**config.mk**
```make
export PLATFORM = sky130hd
export DESIGN_NAME = dbc_config_decode
export DESIGN_NICKNAME = d
export VERILOG_FILES = /design/src/dbc_pkg.sv /design/src/dbc_config_decode.sv
export SDC_FILE = /design/constraint.sdc
export NUM_CORES = 1
export LEC_CHECK = 0
export BUFFER_PORTS_ARGS = -buffer_cell sky130_fd_sc_hd__buf_2
export CAP_MARGIN = 40
export CELL_PAD_IN_SITES_DETAIL_PLACEMENT = 0
export CELL_PAD_IN_SITES_GLOBAL_PLACEMENT = 1
export CORE_MARGIN = 3
export CORE_UTILIZATION = 44
export DETAILED_ROUTE_END_ITERATION = 8
export PLACE_DENSITY_LB_ADDON = 0.1
export SLEW_MARGIN = 10
export SYNTH_ARGS = -nofsm -noshare
export SYNTH_HDL_FRONTEND = slang
export SYNTH_SLANG_ARGS = --single-unit
```
**constraint.sdc**
```tcl
create_clock -name core_clk -period 1.3 [get_ports core_clk]
set_input_delay 0.39 -clock core_clk [delete_from_list [all_inputs] [get_ports core_clk]]
set_output_delay 0.39 -clock core_clk [all_outputs]
set_load 0.005 [all_outputs]
```
**src/dbc_pkg.sv**
```systemverilog
// Package for the drive bay configuration decode block.
// Assumes a single core clock domain; offsets are register byte addresses on the plain port.
package dbc_pkg;
    localparam logic [7:0] ADDR_PIN_FEATURE_CONFIG = 8'h08;
    localparam logic [7:0] ADDR_GENERAL_PIN_DIRECTION = 8'h09;
    localparam logic [7:0] ADDR_GENERAL_PIN_LEVEL = 8'h0a;
    localparam logic [7:0] ADDR_LOAD_CONTROL = 8'h10;
    localparam logic [7:0] ADDR_STATUS = 8'h11;
    localparam logic [7:0] ADDR_PIN_INPUTS = 8'h12;
    localparam int BIT_BUTTON_MODE = 7;
    localparam int BIT_BOOT_SCAN = 6;
    localparam int BIT_WIDE_PINOUT = 5;
    localparam int BIT_SUSPEND_FLOAT = 4;
    localparam int BIT_PWR_POLARITY = 1;
    localparam int BIT_PWR_ENABLE = 0;
    localparam logic [7:0] FEATURE_WRITE_MASK = 8'hf3;
    localparam logic [7:0] GPIO_WRITE_MASK = 8'h3f;
    localparam logic [7:0] FEATURE_RESET = 8'h00;
    localparam logic [7:0] DIRECTION_RESET = 8'h00;
    localparam logic [7:0] LEVEL_RESET = 8'h00;
    localparam int GPIO_COUNT = 6;

    typedef struct packed {
        logic button_mode;
        logic boot_drive_scan;
        logic wide_pinout_select;
        logic suspend_bus_float;
        logic pwr_polarity;
        logic pwr_enable;
    } dbc_feature_t;

    typedef struct packed {
        logic [7:0] addr;
        logic [7:0] wdata;
        logic wr;
        logic rd;
    } dbc_bus_req_t;

    typedef enum logic [2:0] {
        ST_WAIT_LOAD = 3'b001,
        ST_SCAN = 3'b010,
        ST_RUN = 3'b100
    } dbc_state_t;
endpackage

```
**src/dbc_config_decode.sv**
```systemverilog
// Configuration decode for the drive bay bridge: holds the two configuration bytes
// loaded from serial memory and the output level byte, and decodes them onto pins.
// Assumes the serial memory loader writes these registers over the plain port and then
// pulses the load-done bit; pin inputs arrive asynchronously and are synchronised here.
//
// Added by the designer: the address-and-strobe port.

// Functional notes
// Button mode routes three pins to status
// Button mode stays clear on small package; the code does not clear it when the small pinout is selected
// Boot scan bit requests storage bus probe
// Boot scan matches fixed drive presence
// Pinout select chooses small or wide
// Suspend float tristates storage bus pins
// Unshared bus keeps suspend float clear
// Reserved feature bits three, two zero
// Polarity bit sets power-valid active level
// Enable bit honours power-valid, removable master
// Direction bits make pins input or output
// Input pins reported as sampled levels
// Output pins driven from level byte
// Direction upper bits written as zero
// Level bit zero low, one high
// Bytes loaded before any feature acts; the suspend float bit gates storage_bus_oe before load
module dbc_config_decode (
    // Clock and reset
    input wire logic core_clk,
    input wire logic arst_n,
    // Register port
    input wire dbc_pkg::dbc_bus_req_t bus_req,
    output logic [7:0] bus_rdata,
    // Board pins
    input wire logic drive_power_valid_in,
    input wire logic bus_pullup_enable_pin,
    input wire logic high_power_grant_pin,
    input wire logic [5:0] gpio_in,
    output logic [5:0] gpio_out,
    output logic [5:0] gpio_oe,
    // Device state
    input wire logic suspend_active,
    input wire logic scan_done,
    output logic boot_scan_start,
    output logic wide_pinout_active,
    output logic storage_bus_oe,
    output logic drive_present,
    output logic removable_master,
    output logic [2:0] status_in_endpoint,
    output logic [5:0] system_interrupt_report
);
    localparam int SYNC_W = 9;

    logic [7:0] feature_reg, feature_next;
    logic [7:0] direction_reg, direction_next;
    logic [7:0] level_reg, level_next;
    logic loaded_reg, loaded_next;
    logic [7:0] rdata_reg, rdata_next;
    dbc_pkg::dbc_state_t state_reg, state_next;
    logic [SYNC_W-1:0] sync1_reg, sync2_reg, sync3_reg;
    logic [SYNC_W-1:0] clean_reg;
    // A net, so that each filter slice below drives only its own bit.
    wire logic [SYNC_W-1:0] clean_next;
    logic [5:0] gpio_out_reg, gpio_out_next;
    logic [5:0] gpio_oe_reg, gpio_oe_next;
    logic scan_start_reg, scan_start_next;
    logic wide_reg, wide_next;
    logic bus_oe_reg, bus_oe_next;
    logic present_reg, present_next;
    logic rem_reg, rem_next;
    logic [2:0] ep_reg, ep_next;
    logic [5:0] irq_rep_reg, irq_rep_next;
    dbc_pkg::dbc_feature_t feat;
    logic pwr_valid;

    function automatic logic wr_hit(input dbc_pkg::dbc_bus_req_t r, input logic [7:0] a);
        wr_hit = r.wr && (r.addr == a);
    endfunction

    // Three-stage synchroniser; only the second and third stages are compared.
    always_ff @(posedge core_clk or negedge arst_n) begin
        if (!arst_n) begin
            sync1_reg <= '0;
            sync2_reg <= '0;
            sync3_reg <= '0;
        end else begin
            sync1_reg <= {drive_power_valid_in, bus_pullup_enable_pin, high_power_grant_pin, gpio_in};
            sync2_reg <= sync1_reg;
            sync3_reg <= sync2_reg;
        end
    end

    genvar gi;
    generate
        for (gi = 0; gi < SYNC_W; gi++) begin : g_filter
            assign clean_next[gi] = (sync2_reg[gi] == sync3_reg[gi]) ? sync3_reg[gi] : clean_reg[gi];
        end
    endgenerate

    // Register file. Reserved bits are masked so they always read as zero.
    always_comb begin
        feature_next = feature_reg;
        direction_next = direction_reg;
        level_next = level_reg;
        loaded_next = loaded_reg;
        if (wr_hit(bus_req, dbc_pkg::ADDR_PIN_FEATURE_CONFIG)) begin
            feature_next = bus_req.wdata & dbc_pkg::FEATURE_WRITE_MASK;
        end
        if (wr_hit(bus_req, dbc_pkg::ADDR_GENERAL_PIN_DIRECTION)) begin
            direction_next = bus_req.wdata & dbc_pkg::GPIO_WRITE_MASK;
        end
        if (wr_hit(bus_req, dbc_pkg::ADDR_GENERAL_PIN_LEVEL)) begin
            level_next = bus_req.wdata & dbc_pkg::GPIO_WRITE_MASK;
        end
        if (wr_hit(bus_req, dbc_pkg::ADDR_LOAD_CONTROL) && bus_req.wdata[0]) begin
            loaded_next = 1'b1;
        end
        rdata_next = 8'h00;
        if (bus_req.rd) begin
            unique case (bus_req.addr)
                dbc_pkg::ADDR_PIN_FEATURE_CONFIG: rdata_next = feature_reg;
                dbc_pkg::ADDR_GENERAL_PIN_DIRECTION: rdata_next = direction_reg;
                dbc_pkg::ADDR_GENERAL_PIN_LEVEL: rdata_next = level_reg;
                dbc_pkg::ADDR_LOAD_CONTROL: rdata_next = {7'h00, loaded_reg};
                dbc_pkg::ADDR_STATUS: rdata_next = {5'h00, state_reg};
                dbc_pkg::ADDR_PIN_INPUTS: rdata_next = {2'h0, clean_reg[5:0]};
                default: rdata_next = 8'h00;
            endcase
        end
    end

    always_ff @(posedge core_clk or negedge arst_n) begin
        if (!arst_n) begin
            feature_reg <= dbc_pkg::FEATURE_RESET;
            direction_reg <= dbc_pkg::DIRECTION_RESET;
            level_reg <= dbc_pkg::LEVEL_RESET;
            loaded_reg <= 1'b0;
            rdata_reg <= 8'h00;
            clean_reg <= '0;
        end else begin
            feature_reg <= feature_next;
            direction_reg <= direction_next;
            level_reg <= level_next;
            loaded_reg <= loaded_next;
            rdata_reg <= rdata_next;
            clean_reg <= clean_next;
        end
    end

    always_comb begin
        feat.button_mode = feature_reg[dbc_pkg::BIT_BUTTON_MODE];
        feat.boot_drive_scan = feature_reg[dbc_pkg::BIT_BOOT_SCAN];
        feat.wide_pinout_select = feature_reg[dbc_pkg::BIT_WIDE_PINOUT];
        feat.suspend_bus_float = feature_reg[dbc_pkg::BIT_SUSPEND_FLOAT];
        feat.pwr_polarity = feature_reg[dbc_pkg::BIT_PWR_POLARITY];
        feat.pwr_enable = feature_reg[dbc_pkg::BIT_PWR_ENABLE];
        // Polarity one means the pin is high when power is valid.
        pwr_valid = feat.pwr_polarity ? clean_reg[8] : ~clean_reg[8];
    end

    // Sequencer: nothing acts on the bytes until the loader marks them complete.
    always_comb begin
        state_next = state_reg;
        scan_start_next = 1'b0;
        unique case (state_reg)
            dbc_pkg::ST_WAIT_LOAD: begin
                if (loaded_reg) begin
                    if (feat.boot_drive_scan) begin
                        state_next = dbc_pkg::ST_SCAN;
                        scan_start_next = 1'b1;
                    end else begin
                        state_next = dbc_pkg::ST_RUN;
                    end
                end
            end
            dbc_pkg::ST_SCAN: begin
                if (scan_done) begin
                    state_next = dbc_pkg::ST_RUN;
                end
            end
            dbc_pkg::ST_RUN: begin
                state_next = dbc_pkg::ST_RUN;
            end
            default: state_next = dbc_pkg::ST_WAIT_LOAD;
        endcase
    end

    // Output decode; held in safe values until loading completes, except storage_bus_oe and the input report.
    always_comb begin
        logic act;
        act = loaded_reg;
        wide_next = act & feat.wide_pinout_select;
        bus_oe_next = ~(suspend_active & feat.suspend_bus_float);
        gpio_oe_next = act ? direction_reg[5:0] : 6'h00;
        gpio_out_next = level_reg[5:0] & gpio_oe_next;
        irq_rep_next = clean_reg[5:0] & ~gpio_oe_next;
        ep_next = (act & feat.button_mode) ? {clean_reg[7:6], clean_reg[8]} : 3'h0;
        present_next = act & feat.pwr_enable & pwr_valid;
        rem_next = act & feat.pwr_enable;
    end

    always_ff @(posedge core_clk or negedge arst_n) begin
        if (!arst_n) begin
            state_reg <= dbc_pkg::ST_WAIT_LOAD;
            scan_start_reg <= 1'b0;
            wide_reg <= 1'b0;
            bus_oe_reg <= 1'b1;
            gpio_oe_reg <= 6'h00;
            gpio_out_reg <= 6'h00;
            irq_rep_reg <= 6'h00;
            ep_reg <= 3'h0;
            present_reg <= 1'b0;
            rem_reg <= 1'b0;
        end else begin
            state_reg <= state_next;
            scan_start_reg <= scan_start_next;
            wide_reg <= wide_next;
            bus_oe_reg <= bus_oe_next;
            gpio_oe_reg <= gpio_oe_next;
            gpio_out_reg <= gpio_out_next;
            irq_rep_reg <= irq_rep_next;
            ep_reg <= ep_next;
            present_reg <= present_next;
            rem_reg <= rem_next;
        end
    end

    assign bus_rdata = rdata_reg;
    assign boot_scan_start = scan_start_reg;
    assign wide_pinout_active = wide_reg;
    assign storage_bus_oe = bus_oe_reg;
    assign gpio_oe = gpio_oe_reg;
    assign gpio_out = gpio_out_reg;
    assign system_interrupt_report = irq_rep_reg;
    assign status_in_endpoint = ep_reg;
    assign drive_present = present_reg;
    assign removable_master = rem_reg;

    // Reserved bits never hold a one, whatever software writes.
    a_feature_reserved: assert property (@(posedge core_clk) disable iff (!arst_n)
        feature_reg[3:2] == 2'b00)
        else $error("reserved feature bits set");

    a_dir_reserved: assert property (@(posedge core_clk) disable iff (!arst_n)
        direction_reg[7:6] == 2'b00)
        else $error("reserved direction bits set");

    a_level_reserved: assert property (@(posedge core_clk) disable iff (!arst_n)
        level_reg[7:6] == 2'b00)
        else $error("reserved level bits set");

    a_feature_write: assert property (@(posedge core_clk) disable iff (!arst_n)
        bus_req.wr && bus_req.addr == dbc_pkg::ADDR_PIN_FEATURE_CONFIG
        |=> feature_reg == ($past(bus_req.wdata) & dbc_pkg::FEATURE_WRITE_MASK))
        else $error("feature write lost");

    a_dir_write: assert property (@(posedge core_clk) disable iff (!arst_n)
        bus_req.wr && bus_req.addr == dbc_pkg::ADDR_GENERAL_PIN_DIRECTION
        |=> direction_reg == ($past(bus_req.wdata) & dbc_pkg::GPIO_WRITE_MASK))
        else $error("direction write lost");

    a_level_write: assert property (@(posedge core_clk) disable iff (!arst_n)
        bus_req.wr && bus_req.addr == dbc_pkg::ADDR_GENERAL_PIN_LEVEL
        |=> level_reg == ($past(bus_req.wdata) & dbc_pkg::GPIO_WRITE_MASK))
        else $error("level write lost");

    // Read data is the register as it stood at the strobe's edge.
    a_feature_readback: assert property (@(posedge core_clk) disable iff (!arst_n)
        bus_req.rd && bus_req.addr == dbc_pkg::ADDR_PIN_FEATURE_CONFIG |=> bus_rdata == $past(feature_reg))
        else $error("feature readback wrong");

    a_dir_readback: assert property (@(posedge core_clk) disable iff (!arst_n)
        bus_req.rd && bus_req.addr == dbc_pkg::ADDR_GENERAL_PIN_DIRECTION |=> bus_rdata == $past(direction_reg))
        else $error("direction readback wrong");

    // Loading, and what the block may show before it.
    a_loaded_sticky: assert property (@(posedge core_clk) disable iff (!arst_n)
        loaded_reg |=> loaded_reg)
        else $error("load flag dropped");

    a_idle_before_load: assert property (@(posedge core_clk) disable iff (!arst_n)
        !loaded_reg |=> gpio_oe == 6'h00 && !removable_master)
        else $error("acted before load");

    a_wide_before_load: assert property (@(posedge core_clk) disable iff (!arst_n)
        !loaded_reg |=> !wide_pinout_active && !drive_present && status_in_endpoint == 3'h0)
        else $error("decode before load");

    a_gpio_idle_out: assert property (@(posedge core_clk) disable iff (!arst_n)
        !loaded_reg |=> gpio_out == 6'h00)
        else $error("gpio driven before load");

    // Boot probe sequencing.
    a_scan_after_load: assert property (@(posedge core_clk) disable iff (!arst_n)
        $rose(loaded_reg) && feat.boot_drive_scan |=> boot_scan_start)
        else $error("scan not started");

    a_scan_needs_bit: assert property (@(posedge core_clk) disable iff (!arst_n)
        boot_scan_start |-> $past(feat.boot_drive_scan))
        else $error("scan without bit");

    a_scan_skipped: assert property (@(posedge core_clk) disable iff (!arst_n)
        $rose(loaded_reg) && !feat.boot_drive_scan |=> !boot_scan_start && state_reg == dbc_pkg::ST_RUN)
        else $error("scan not skipped");

    a_scan_one_cycle: assert property (@(posedge core_clk) disable iff (!arst_n)
        boot_scan_start |=> !boot_scan_start)
        else $error("scan pulse too long");

    a_scan_state: assert property (@(posedge core_clk) disable iff (!arst_n)
        boot_scan_start |-> state_reg == dbc_pkg::ST_SCAN)
        else $error("scan pulse outside scan");

    a_scan_end: assert property (@(posedge core_clk) disable iff (!arst_n)
        state_reg == dbc_pkg::ST_SCAN && scan_done |=> state_reg == dbc_pkg::ST_RUN)
        else $error("scan did not end");

    // Pin decode.
    a_wide_follow: assert property (@(posedge core_clk) disable iff (!arst_n)
        loaded_reg |=> wide_pinout_active == $past(feat.wide_pinout_select))
        else $error("pinout select wrong");

    a_suspend_float: assert property (@(posedge core_clk) disable iff (!arst_n)
        suspend_active && feat.suspend_bus_float |=> !storage_bus_oe)
        else $error("bus not floated");

    a_suspend_drive: assert property (@(posedge core_clk) disable iff (!arst_n)
        !feat.suspend_bus_float |=> storage_bus_oe)
        else $error("bus floated");

    a_suspend_awake: assert property (@(posedge core_clk) disable iff (!arst_n)
        !suspend_active |=> storage_bus_oe)
        else $error("bus floated while awake");

    a_gpio_level: assert property (@(posedge core_clk) disable iff (!arst_n)
        loaded_reg |=> gpio_out == ($past(level_reg[5:0]) & gpio_oe))
        else $error("gpio level wrong");

    a_gpio_dir: assert property (@(posedge core_clk) disable iff (!arst_n)
        loaded_reg |=> gpio_oe == $past(direction_reg[5:0]))
        else $error("gpio direction wrong");

    a_input_report: assert property (@(posedge core_clk) disable iff (!arst_n)
        system_interrupt_report == ($past(clean_reg[5:0]) & ~gpio_oe))
        else $error("input report wrong");

    a_power_polarity: assert property (@(posedge core_clk) disable iff (!arst_n)
        loaded_reg && feat.pwr_enable |=> drive_present == ($past(feat.pwr_polarity) == $past(clean_reg[8])))
        else $error("power polarity wrong");

    a_removable_enable: assert property (@(posedge core_clk) disable iff (!arst_n)
        loaded_reg |=> removable_master == $past(feat.pwr_enable))
        else $error("removable master wrong");

    a_present_off: assert property (@(posedge core_clk) disable iff (!arst_n)
        !feat.pwr_enable |=> !drive_present && !removable_master)
        else $error("power valid used while disabled");

    a_button_route: assert property (@(posedge core_clk) disable iff (!arst_n)
        loaded_reg && feat.button_mode |=> status_in_endpoint == $past({clean_reg[7:6], clean_reg[8]}))
        else $error("button routing wrong");

    a_buttons_off: assert property (@(posedge core_clk) disable iff (!arst_n)
        !feat.button_mode |=> status_in_endpoint == 3'h0)
        else $error("buttons reported while off");
endmodule

```
; ---- Word level (Yosys, flattened, before mapping)
; Cells that the tools add are included.
; Widths: inputs -> output; s select.
[op_classes]
n_eq_ne = 20
muxes = 12
n_bitwise = 10
n_reduce_logical = 6
[ops]
columns = operator, count
row1 = $pmux 8 s6, 1
row2 = $eq 8x4->1 const B, 3
row3 = $eq 8x5->1 const B, 3
row4 = $and 6x6->6, 2
row5 = $mux 3, 4
row6 = $eq 1x1->1, 9
row7 = $pmux 3 s3, 1
row8 = $mux 8, 1
row9 = $mux 6, 1
row10 = $not 6->6, 1
row11 = $and 1x1->1, 5
row12 = $logic_and 1x1->1, 5
row13 = $mux 1, 4
row14 = $ne 2x2->1 const B, 2
row15 = $eq 3x1->1 const B, 1
row16 = $eq 3x2->1 const B, 1
row17 = $eq 3x3->1 const B, 1
row18 = $not 1->1, 2
row19 = $reduce_and 2->1, 1
[word_totals]
reg_bits = 92
in_bits = 31
output_inout_bits = 34
word_cells = 75

; ---- Logic depth before layout (Yosys ltp)
; Gate-level depths: netlist (run 1).
[depth]
word_depth = 3
depth_mapped = 6

; ---- Worst setup path after synthesis (run 1)
; No wires, ideal clock.
[synth_path]
path_type = input to register
from = input bus_req[12] (netlist bit)
to = register feature_reg[0]
setup_time_ns = 0.125
arrival_ns = 1.448
required_ns = 1.175
setup_slack_ns = -0.273
cell_stages = 5
path_buffers = 1
cell_sequence = nor4_4 and2_1 buf_6 nand3_4 mux2_4
[synth_between]
elab_chain_len = 2
[synth_lines]
columns = item, line_no
row1 = "start, declared", dbc_config_decode.sv:30  ; input wire dbc_pkg::dbc_bus_req_t bus_req,
row2 = $eq 8x4->1, dbc_config_decode.sv:75  ; wr_hit = r.wr && (r.addr == a);
row3 = $logic_and 1x1->1, dbc_config_decode.sv:75
row4 = "end signal, assigned", dbc_config_decode.sv:132  ; feature_reg <= dbc_pkg::FEATURE_RESET;
row5 = "end signal, assigned", dbc_config_decode.sv:139  ; feature_reg <= feature_next;
row6 = "end, declared", dbc_config_decode.sv:52  ; logic [7:0] feature_reg, feature_next;
; No other way between the ends.
; A chain may end at the register's enable or synchronous reset.

; ---- Final worst setup path (run 1)
[layout_path]
from = register bus_oe_reg (netlist: storage_bus_oe)
to = output storage_bus_oe
[layout_lines]
columns = item, line_no
row1 = "start, declared", dbc_config_decode.sv:66  ; logic bus_oe_reg, bus_oe_next;
row2 = "start signal, assigned", dbc_config_decode.sv:216  ; bus_oe_reg <= bus_oe_next;
row3 = "end, declared", dbc_config_decode.sv:44  ; output logic storage_bus_oe,
; No word-level cell between the ends.

==> run_summary.xml, run 1 <==
<?xml version="1.0" encoding="UTF-8"?>
<metrics>
  <group name="yosys">
    <metric name="post-synth-top-area-cell" unit="">dfrtp_1</metric>
    <metric name="synth_sequential_area_ratio" unit="">0.697</metric>
    <metric name="synth-warning-count" unit="">0</metric>
    <metric name="synth_cell_type_count" unit="">36</metric>
    <metric name="ys_top_cells_by_count" unit="">dfrtp_1, mux2_4, and2_1, nor2b_1, and3_1</metric>
    <metric name="synth_largest_type_area_fraction" unit="">0.681</metric>
    <metric name="syn-cell-area" unit="um^2">3310</metric>
    <metric name="synth.avg_cell_area" unit="um^2">15.3</metric>
    <metric name="area_contributors_post_synth" unit="">dfrtp_1, mux2_4, maj3_1</metric>
    <metric name="synth-edff-count" unit="">0</metric>
    <metric name="async_reset_ff_frac" unit="">1.00</metric>
    <metric name="synth_seq_cells" unit="">92</metric>
    <metric name="post-synth-top-count-cell" unit="">dfrtp_1</metric>
    <metric name="synth_nets" unit="">247</metric>
    <metric name="postSynthCellCount" unit="">216</metric>
    <metric name="synthFlopType" unit="">dfrtp_1</metric>
  </group>
  <group name="timing">
    <metric name="setup_total_negative_slack" unit="ns">-0.0462</metric>
    <metric name="period_minus_slack" unit="ns">1.35</metric>
    <metric name="fin_skew" unit="ns">0.00545</metric>
    <metric name="slack_of_the_critical_path" unit="ns">-0.0462</metric>
    <metric name="max_slew.worst_pin.slew" unit="ns">0.349</metric>
    <metric name="final_hold_viol_count" unit="">0</metric>
    <metric name="rsz0062_at_grt" unit="">true</metric>
    <metric name="slew_viol_final" unit="">0</metric>
    <metric name="timing.fmax" unit="MHz">743</metric>
    <metric name="relSlewSlack" unit="">0.764</metric>
    <metric name="period_share" unit="">1.04</metric>
    <metric name="setup_viol" unit="">1</metric>
  </group>
  <group name="setup_path">
    <metric name="cp_num_buf_inv" unit="">1</metric>
    <metric name="worstPathRequired" unit="ns">0.91</metric>
    <metric name="r2r_cells" unit="">3</metric>
    <metric name="worstSetupStartpoint" unit="">storage_bus_oe</metric>
    <metric name="setup.worst_path.class" unit="">flip-flop to output port</metric>
    <metric name="setup.worst_path.end" unit="">storage_bus_oe</metric>
    <metric name="highest_fanout_seen_on_the_critical_path" unit="">1</metric>
    <metric name="worst_setup_path_start_kind" unit="">flip-flop</metric>
    <metric name="cell_by_cell_listing_of_the_critical_path" unit="">buf_2</metric>
    <metric name="rr_endpoint" unit="">state_reg[1]</metric>
    <metric name="critical_path_cell_count" unit="">1</metric>
    <metric name="slowest_stage" unit="">dfstp_2</metric>
    <metric name="crit-reg2reg-launch" unit="">state_reg[0]</metric>
    <metric name="timing.critical_path.slowest_cell_delay" unit="ns">0.52</metric>
    <metric name="critical-path-top-delay-family" unit="">flip-flops</metric>
    <metric name="critical_path.endpoint_type" unit="">output port</metric>
    <metric name="cp_data_arrival_time" unit="ns">0.96</metric>
    <metric name="ff2ff_setup_slack" unit="ns">0.05</metric>
  </group>
  <group name="min_path">
    <metric name="hold_class" unit="">input pin to flip-flop</metric>
    <metric name="min_delay_path_depth" unit="">1</metric>
  </group>
  <group name="clock_network">
    <metric name="htree_levels" unit="">3</metric>
    <metric name="path_clk_slew" unit="ns">0.09</metric>
    <metric name="clkLatencyLatePin" unit="ns">0.34</metric>
    <metric name="cts_root_buffer" unit="">clkbuf_8</metric>
    <metric name="cts_tree" unit="">done</metric>
    <metric name="tritoncts.num_buffers" unit="">9</metric>
    <metric name="clock_sinks" unit="">92</metric>
    <metric name="cts_max_path_buffers" unit="">2</metric>
  </group>
  <group name="outcome">
    <metric name="violated_checks" unit="">negative setup slack</metric>
    <metric name="status" unit="">finished with violations</metric>
  </group>
  <group name="routing">
    <metric name="via_count" unit="">2020</metric>
    <metric name="route.detailed.vias_per_inst" unit="">4.93</metric>
    <metric name="drt_wl_total" unit="um">6360</metric>
    <metric name="drt.antenna.violating_nets" unit="">0</metric>
    <metric name="drc_errors" unit="">0</metric>
    <metric name="dr.first_iter.drc_count" unit="">69</metric>
    <metric name="detailed_routing_iterations_pass_1" unit="">4</metric>
    <metric name="routedWlPerCell" unit="um">15.5</metric>
  </group>
  <group name="power_and_ir_drop">
    <metric name="pwr_density_cell" unit="nW/um^2">1290</metric>
    <metric name="power.ir.vdd_worst" unit="mV">0.703</metric>
    <metric name="p_leak" unit="nW">2.11</metric>
  </group>
  <group name="grt">
    <metric name="via_count_of_the_first_global_routing_pass" unit="">2054</metric>
    <metric name="busiest_layer" unit="">met2</metric>
    <metric name="grt_max_degree" unit="">27</metric>
    <metric name="met1_usage" unit="">0.224</metric>
    <metric name="globalRouteOverflowTotal" unit="">0</metric>
    <metric name="grt_first_pass_wirelength" unit="um">10500</metric>
    <metric name="grt.met3_usage" unit="">0.0260</metric>
    <metric name="grt_use_total" unit="">0.161</metric>
    <metric name="initial_antenna_violation_count" unit="">0</metric>
    <metric name="gr-usage-met2" unit="">0.255</metric>
  </group>
  <group name="finish">
    <metric name="final_core_utilization" unit="">0.590</metric>
    <metric name="fin_nets" unit="">340</metric>
    <metric name="antennaDiodeCount" unit="">0</metric>
    <metric name="instances_no_fill" unit="">410</metric>
    <metric name="flow.area_growth_from_synthesis" unit="%">25.9</metric>
    <metric name="drive_gt1_frac" unit="">0.417</metric>
  </group>
  <group name="floorplan">
    <metric name="fp-row-count" unit="">30</metric>
    <metric name="floorplan.die_area" unit="um^2">8600</metric>
    <metric name="io_pins" unit="">65</metric>
    <metric name="chipHeight" unit="um">92.7</metric>
    <metric name="fp.dieW" unit="um">92.7</metric>
    <metric name="core_area" unit="um^2">7060</metric>
    <metric name="initial_core_util" unit="">0.469</metric>
  </group>
  <group name="placed_design">
    <metric name="place.detailed.instances" unit="">393</metric>
    <metric name="dp_hpwl" unit="um">4760</metric>
    <metric name="globalplace.congestion" unit="">0.852</metric>
    <metric name="portBuffers" unit="">64</metric>
  </group>
  <group name="job">
    <metric name="max_cap_viol_count" unit="">0</metric>
  </group>
</metrics>
-- layout make-up --
type | count | area, um^2
sequential | 92 | 2300
inverter | 2 | 7.51
tap | 96 | 120
fill | 597 | 2890
timing repair buffer | 89 | 557
clock buffer | 11 | 151
multi-input combinational | 115 | 963
clock inverter | 5 | 60.1
-- cell usage in the layout (no fill, tap or decap), types with 3 or more instances in the layout --
master / Yosys / layout
a21oi_1: 4 / 4
a22oi_1: 7 / 7
and2_1: 12 / 11
and3_1: 10 / 10
buf_2: 3 / 60
buf_4: 0 / 23
buf_6: 1 / 3
clkbuf_8: 0 / 11
clkinvlp_4: 0 / 4
dfrtp_1: 90 / 90
maj3_1: 9 / 9
mux2_4: 18 / 18
nand2_1: 8 / 8
nand3_4: 3 / 3
nor2_1: 5 / 5
nor2b_1: 12 / 12
o21ai_0: 3 / 3
-- cell families (layout without fill, tap and decap cells) --
kind of cell,count (synthesis),after routing,share of synthesized area
DFF,92,92,0.697
and+or+nand+nor,61,61,0.122
AOI/OAI and AO/OA,24,24,0.0499
muxes,20,20,0.0877
adders and majority gates,9,9,0.0272
buffers and inverters,9,107,0.0140
xor gates and xnor gates,1,1,0.00265
-- worst min-delay path by stage --
stage,endpoint,slack (ns),start
after floorplan,boot_scan_start,0.09,arst_n
after global placement,clean_reg[8],0.30,arst_n
after detailed placement,sync2_reg[8],0.29,arst_n
after CTS,sync1_reg[0],0.13,gpio_in[0]
after global routing,sync1_reg[0],0.13,gpio_in[0]
final,sync1_reg[0],0.15,gpio_in[0]
-- layer usage --
| layer | share of wire | routed length (um) | vias to the layer above |
|---|---|---|---|
| met5 | 0 | 0 | - |
| met4 | 0.013 | 84 | 0 |
| met3 | 0.056 | 357 | 10 |
| met2 | 0.48 | 3040 | 58 |
| met1 | 0.45 | 2870 | 1014 |
| li1 | - | - | 938 |
-- power breakdown --
part	switching [mW]	internal (mW)	total (mW)
Sequential	0.0758	2.98	3.06
Combinational	0.168	0.185	0.354
Clock	0.953	0.992	1.95
Total	1.20	4.16	5.36
-- per-stage QoR --
step	hold slack [ns]	worst slack, ns	total power, mW	area [um^2]
detailed placement	0.294	-0.459	3.47	3930
global route	0.128	-0.0726	5.60	4160
floorplan	0.0944	-0.264	3.24	3330
CTS	0.127	-0.0639	5.43	4160
global placement	0.297	-0.426	3.46	3930
finish	0.145	-0.0462	5.36	4160
-- repair_timing --
item / in CTS / in global routing
resized for setup: 3 / 1
pin swaps: 3 / 3
cloned: 0 / 0
hold endpoints to repair: 14 / 0
setup endpoints to repair: 19 / 19
hold buffers: 1 / 0
setup buffers: 1 / 0
(Power assumes the default switching activity.)
==> run 2: changes to the inputs <==
- CORE_MARGIN: 3 -> default
==> run_summary.xml, run 2 (synthesized netlist as in run 1, its figures left out) <==
<?xml version="1.0" encoding="UTF-8"?>
<metrics>
  <group name="clock_network">
    <metric name="htree_levels" unit="">3</metric>
    <metric name="path_clk_slew" unit="ns">0.09</metric>
    <metric name="cts_max_path_buffers" unit="">2</metric>
    <metric name="tritoncts.num_buffers" unit="">9</metric>
    <metric name="cts_tree" unit="">done</metric>
    <metric name="cts_root_buffer" unit="">clkbuf_8</metric>
    <metric name="clock_sinks" unit="">92</metric>
    <metric name="clkLatencyLatePin" unit="ns">0.36</metric>
  </group>
  <group name="finish">
    <metric name="layout.cells.most_common_list" unit="">dfrtp_1, buf_2, buf_4</metric>
    <metric name="final_common_cell" unit="">dfrtp_1</metric>
    <metric name="flow.area_growth_from_synthesis" unit="%">27.0</metric>
    <metric name="num-fill-cells" unit="">614</metric>
    <metric name="antennaDiodeCount" unit="">0</metric>
    <metric name="final_design_area_no_fill" unit="um^2">4200</metric>
    <metric name="drive_gt1_frac" unit="">0.428</metric>
    <metric name="fin_nets" unit="">344</metric>
  </group>
  <group name="grt">
    <metric name="grt_use_total" unit="">0.176</metric>
    <metric name="grt_first_pass_wirelength" unit="um">9910</metric>
    <metric name="globalRouteOverflowTotal" unit="">0</metric>
    <metric name="via_count_of_the_first_global_routing_pass" unit="">1953</metric>
    <metric name="grt_max_degree" unit="">45</metric>
    <metric name="initial_antenna_violation_count" unit="">0</metric>
  </group>
  <group name="setup_path">
    <metric name="worstPathRequired" unit="ns">0.91</metric>
    <metric name="r2r_cells" unit="">4</metric>
    <metric name="cp_data_arrival_time" unit="ns">0.97</metric>
    <metric name="ff2ff_setup_slack" unit="ns">0.14</metric>
    <metric name="slowest_stage" unit="">dfstp_2</metric>
    <metric name="critical_path_cell_count" unit="">1</metric>
    <metric name="critical_path.endpoint_type" unit="">output port</metric>
    <metric name="worstSetupStartpoint" unit="">storage_bus_oe</metric>
    <metric name="highest_fanout_seen_on_the_critical_path" unit="">1</metric>
    <metric name="worst_setup_path_start_kind" unit="">flip-flop</metric>
    <metric name="rr_endpoint" unit="">bus_rdata[1]</metric>
    <metric name="cp_num_buf_inv" unit="">1</metric>
    <metric name="crit-reg2reg-launch" unit="">feature_reg[1]</metric>
    <metric name="timing.critical_path.slowest_cell_delay" unit="ns">0.53</metric>
    <metric name="critical-path-top-delay-family" unit="">flip-flops</metric>
    <metric name="setup.worst_path.end" unit="">storage_bus_oe</metric>
    <metric name="cell_by_cell_listing_of_the_critical_path" unit="">buf_6</metric>
    <metric name="setup.worst_path.class" unit="">flip-flop to output port</metric>
  </group>
  <group name="routing">
    <metric name="routedWlPerCell" unit="um">14.7</metric>
    <metric name="detailed_routing_iterations_pass_1" unit="">4</metric>
    <metric name="via_count" unit="">1991</metric>
    <metric name="drt.antenna.violating_nets" unit="">0</metric>
    <metric name="drc_errors" unit="">0</metric>
    <metric name="drt_wl_total" unit="um">6150</metric>
    <metric name="dr.first_iter.drc_count" unit="">53</metric>
    <metric name="route.detailed.vias_per_inst" unit="">4.77</metric>
  </group>
  <group name="timing">
    <metric name="slack_of_the_critical_path" unit="ns">-0.0558</metric>
    <metric name="rsz0062_at_grt" unit="">true</metric>
    <metric name="period_share" unit="">1.04</metric>
    <metric name="timing.fmax" unit="MHz">738</metric>
    <metric name="slew_viol_final" unit="">0</metric>
    <metric name="period_minus_slack" unit="ns">1.36</metric>
    <metric name="fin_skew" unit="ns">0.00926</metric>
    <metric name="setup_viol" unit="">1</metric>
    <metric name="final_hold_viol_count" unit="">0</metric>
    <metric name="max_slew.worst_pin.slew" unit="ns">0.321</metric>
    <metric name="relSlewSlack" unit="">0.786</metric>
  </group>
  <group name="floorplan">
    <metric name="io_pins" unit="">65</metric>
    <metric name="core_area" unit="um^2">7250</metric>
    <metric name="chipHeight" unit="um">88.7</metric>
    <metric name="floorplan.die_area" unit="um^2">7870</metric>
    <metric name="fp-row-count" unit="">31</metric>
    <metric name="fp.dieW" unit="um">88.7</metric>
    <metric name="initial_core_util" unit="">0.456</metric>
  </group>
  <group name="placed_design">
    <metric name="portBuffers" unit="">64</metric>
    <metric name="pre_cts_ws" unit="ns">-0.411</metric>
    <metric name="placedInstanceArea" unit="um^2">3950</metric>
    <metric name="globalplace.congestion" unit="">0.821</metric>
    <metric name="dp_hpwl" unit="um">4530</metric>
  </group>
  <group name="min_path">
    <metric name="hold_class" unit="">input pin to flip-flop</metric>
  </group>
  <group name="power_and_ir_drop">
    <metric name="pwr_density_cell" unit="nW/um^2">1250</metric>
    <metric name="p_leak" unit="nW">2.13</metric>
    <metric name="power.ir.vdd_worst" unit="mV">0.751</metric>
  </group>
  <group name="outcome">
    <metric name="status" unit="">finished with violations</metric>
    <metric name="violated_checks" unit="">negative setup slack</metric>
  </group>
  <group name="job">
    <metric name="max_cap_viol_count" unit="">0</metric>
  </group>
</metrics>
==> run 2: cell count changes in the layout (fill, tap and decap cells not counted) <==
| cell | delta |
|---|---|
| nor4b_1 | -1 |
| clkinvlp_4 | -3 |
| buf_6 | +1 |
| bufinv_16 | -1 |
| buf_8 | +1 |
| nor4b_2 | +1 |
| buf_4 | +2 |
| inv_8 | +1 |
| clkinv_4 | +3 |
==> run 2: repair_timing <==
action,4_1_cts,5_1_grt
setup buffers,0,1
gates resized for setup,5,5
hold endpoints to repair,43,0
pin swaps,1,1
hold buffers,1,0
setup endpoints to repair,19,20
==> run 2: per-stage QoR <==
| stage | power (mW) | TNS (ns) | utilization | std cells | hold WS (ns) |
|---|---|---|---|---|---|
| after CTS | 5.33 | -0.0834 | 0.575 | 416 | 0.105 |
| after global placement | 3.47 | -8.17 | 0.544 | 399 | 0.331 |
| after global routing | 5.50 | -0.507 | 0.579 | 417 | 0.109 |
| after floorplan | 3.24 | -4.83 | - | 216 | 0.0944 |
| final | 5.26 | -0.0558 | 0.579 | 417 | 0.132 |
| after detailed placement | 3.48 | -8.84 | 0.544 | 399 | 0.336 |
==> run 2: worst min-delay path by stage <==
stage | start | end | slack, ns | cells after the start
global route | high_power_grant_pin | sync1_reg[6] | 0.11 | 1
CTS | gpio_in[2] | sync1_reg[2] | 0.11 | 1
finish | gpio_in[2] | sync1_reg[2] | 0.13 | 1
floorplan | arst_n | boot_scan_start | 0.09 | 0
detailed placement | sync1_reg[1] | sync2_reg[1] | 0.34 | 0
global placement | sync1_reg[2] | sync2_reg[2] | 0.33 | 0
==> run 2: power breakdown <==
part	switching [mW]	total [mW]	internal, mW	leakage (nW)
sequential	0.0730	3.06	2.98	1.18
clock	1.02	1.84	0.823	0.0976
combinational	0.170	0.363	0.192	0.857
==> run 2: cell type report <==
type                    count  area [um^2]  share of cell area
well taps                  99          124              0.0295
flip-flops and latches     92         2300               0.549
clock inverters             5         45.0              0.0107
clock buffers              11          151              0.0360
multi-input cells         115          970               0.231
inverters                   2         7.51             0.00179
repair buffers             93          598               0.142
==> run 2: layer usage <==
layer  GRT usage  up-vias  routed length, um
li1            -      947                  -
met1       0.240      987               2960
met2       0.263       51               2800
met3      0.0578        6                315
met4      0.0630        0                 74
met5           0        -                  0
==> run 3: changes to the inputs <==
- BUFFER_PORTS_ARGS: -buffer_cell sky130_fd_sc_hd__buf_2 -> default
- CELL_PAD_IN_SITES_DETAIL_PLACEMENT: 0 -> 1
- CORE_UTILIZATION: 44 -> 45
- DONT_BUFFER_PORTS: default -> 1
- clock period: 1.3 -> 1.2 ns (I/O delays scaled with it)
==> run_summary.xml, run 3 (synthesized netlist as in run 1, its figures left out) <==
<?xml version="1.0" encoding="UTF-8"?>
<metrics>
  <group name="outcome">
    <metric name="status" unit="">finished with violations</metric>
    <metric name="violated_checks" unit="">negative hold slack, negative setup slack</metric>
  </group>
  <group name="routing">
    <metric name="drc_errors" unit="">0</metric>
    <metric name="detailed_routing_iterations_pass_1" unit="">4</metric>
    <metric name="route.detailed.vias_per_inst" unit="">5.23</metric>
    <metric name="via_count" unit="">1779</metric>
    <metric name="dr.first_iter.drc_count" unit="">99</metric>
    <metric name="drt.antenna.violating_nets" unit="">0</metric>
    <metric name="drt_wl_total" unit="um">6890</metric>
    <metric name="routedWlPerCell" unit="um">20.3</metric>
  </group>
  <group name="setup_path">
    <metric name="worstPathRequired" unit="ns">0.84</metric>
    <metric name="worst_setup_path_start_kind" unit="">flip-flop</metric>
    <metric name="critical_path.endpoint_type" unit="">output port</metric>
    <metric name="cp_data_arrival_time" unit="ns">0.88</metric>
    <metric name="highest_fanout_seen_on_the_critical_path" unit="">1</metric>
    <metric name="setup.worst_path.class" unit="">flip-flop to output port</metric>
  </group>
  <group name="clock_network">
    <metric name="cts_max_path_buffers" unit="">2</metric>
    <metric name="path_clk_slew" unit="ns">0.09</metric>
    <metric name="clkLatencyLatePin" unit="ns">0.35</metric>
    <metric name="htree_levels" unit="">3</metric>
    <metric name="tritoncts.num_buffers" unit="">9</metric>
    <metric name="cts_root_buffer" unit="">clkbuf_8</metric>
    <metric name="clock_sinks" unit="">92</metric>
    <metric name="cts_tree" unit="">done</metric>
  </group>
  <group name="timing">
    <metric name="fin_worst_hold_slack" unit="ns">-0.313</metric>
    <metric name="fin_skew" unit="ns">0.00733</metric>
    <metric name="slew_viol_final" unit="">0</metric>
    <metric name="setup_viol" unit="">1</metric>
    <metric name="final_hold_viol_count" unit="">92</metric>
    <metric name="period_share" unit="">1.04</metric>
    <metric name="slack_of_the_critical_path" unit="ns">-0.0441</metric>
    <metric name="relSlewSlack" unit="">0.713</metric>
    <metric name="rsz0062_at_grt" unit="">true</metric>
    <metric name="period_minus_slack" unit="ns">1.24</metric>
    <metric name="timing.fmax" unit="MHz">804</metric>
    <metric name="max_slew.worst_pin.slew" unit="ns">0.430</metric>
  </group>
  <group name="power_and_ir_drop">
    <metric name="pwr_density_cell" unit="nW/um^2">1530</metric>
    <metric name="power.ir.vdd_worst" unit="mV">0.738</metric>
    <metric name="report.power.total" unit="mW">5.77</metric>
    <metric name="p_leak" unit="nW">1.79</metric>
  </group>
  <group name="grt">
    <metric name="via_count_of_the_first_global_routing_pass" unit="">2019</metric>
    <metric name="initial_antenna_violation_count" unit="">0</metric>
    <metric name="grt_max_degree" unit="">93</metric>
    <metric name="grt_use_total" unit="">0.204</metric>
    <metric name="grt_first_pass_wirelength" unit="um">11100</metric>
    <metric name="globalRouteOverflowTotal" unit="">0</metric>
  </group>
  <group name="placed_design">
    <metric name="globalplace.congestion" unit="">0.827</metric>
    <metric name="pre_cts_ws" unit="ns">-0.405</metric>
    <metric name="dp_hpwl" unit="um">4950</metric>
    <metric name="portBuffers" unit="">0</metric>
    <metric name="placedInstanceArea" unit="um^2">3550</metric>
  </group>
  <group name="min_path">
    <metric name="hold_class" unit="">input pin to asynchronous set/reset pin</metric>
  </group>
  <group name="finish">
    <metric name="antennaDiodeCount" unit="">0</metric>
    <metric name="drive_gt1_frac" unit="">0.275</metric>
    <metric name="num-fill-cells" unit="">650</metric>
    <metric name="flow.area_growth_from_synthesis" unit="%">14.4</metric>
    <metric name="final_design_area_no_fill" unit="um^2">3780</metric>
    <metric name="fin_nets" unit="">271</metric>
    <metric name="final_common_cell" unit="">dfrtp_1</metric>
    <metric name="layout.cells.most_common_list" unit="">dfrtp_1, buf_4, mux2_4</metric>
  </group>
  <group name="job">
    <metric name="max_cap_viol_count" unit="">0</metric>
  </group>
  <group name="floorplan">
    <metric name="core_area" unit="um^2">6940</metric>
    <metric name="fp-row-count" unit="">30</metric>
    <metric name="chipHeight" unit="um">87.7</metric>
    <metric name="initial_core_util" unit="">0.476</metric>
    <metric name="floorplan.die_area" unit="um^2">7700</metric>
    <metric name="io_pins" unit="">65</metric>
    <metric name="fp.dieW" unit="um">87.7</metric>
  </group>
</metrics>
[run 3: cell count changes in the layout (fill, tap and decap cells not counted), moves of 2 or more]
cell,change
buf_12,-2
buf_2,-60
buf_4,-5
buf_6,-4
bufinv_16,+2
clkinv_4,-2
o21ai_0,-2
o21ai_1,+2
[run 3: per-stage QoR]
| step | TNS (ns) | util | hold slack (ns) | instances |
|---|---|---|---|---|
| 3_3_place_gp | -7.57 | 0.512 | 0.0667 | 324 |
| 5_1_grt | -0.0748 | 0.545 | -0.327 | 340 |
| 3_5_place_dp | -8.39 | 0.512 | 0.0663 | 324 |
| 4_1_cts | -0.0651 | 0.541 | -0.323 | 339 |
| 2_1_floorplan | -6.46 | - | 0.0644 | 216 |
| 6_report | -0.0441 | 0.545 | -0.313 | 340 |
[run 3: repair_timing]
item,4_1_cts,5_1_grt
endpoints found under the setup margin,19,8
endpoints found under the hold margin,92,92
gates cloned,0,0
pin swaps,2,0
gates resized for setup,1,7
buffers inserted,1,1
[run 3: layout make-up]
| cell class | instances | area (um^2) | area share |
|---|---|---|---|
| clock buffer | 11 | 141 | 0.0374 |
| clock inverter | 4 | 73.8 | 0.0195 |
| inverter | 2 | 7.51 | 0.00198 |
| multi-input combinational | 115 | 986 | 0.261 |
| sequential | 92 | 2300 | 0.609 |
| tap | 96 | 120 | 0.0317 |
| timing repair buffer | 20 | 150 | 0.0397 |
[run 3: worst paths after layout]
kind	startpoint	end	cells past startpoint	slack [ns]
worst max-delay path	storage_bus_oe	storage_bus_oe	0	-0.04
worst min-delay path	arst_n	drive_present	0	-0.31
worst max register to register	feature_reg[1]	bus_rdata[1]	4	0.05
worst min register to register	sync1_reg[7]	sync2_reg[7]	0	0.35
max in group asynchronous	arst_n	storage_bus_oe	0	1.32
min in group core_clk	drive_power_valid_in	sync1_reg[8]	0	0.02
[run 3: layer usage]
metal  wire length [um]  global-route usage
met2               3380               0.322
met1               2910               0.260
met3                439              0.0650
met4                155              0.0864
met5                  0                   0
[run 3: power by group]
group	internal, mW	total, mW	switching, mW	leakage [nW]
registers	3.23	3.33	0.0973	1.18
clock network	1.22	2.23	1.01	0.109
logic	0.128	0.207	0.0792	0.504
total	4.58	5.77	1.19	1.79
[run 3: worst reg2reg max path: stages (launching register included)]
cell,delay (ns)
dfrtp_1,0.35
nor2b_1,0.17
a32oi_1,0.07
o32a_1,0.35
a21oi_1,0.13
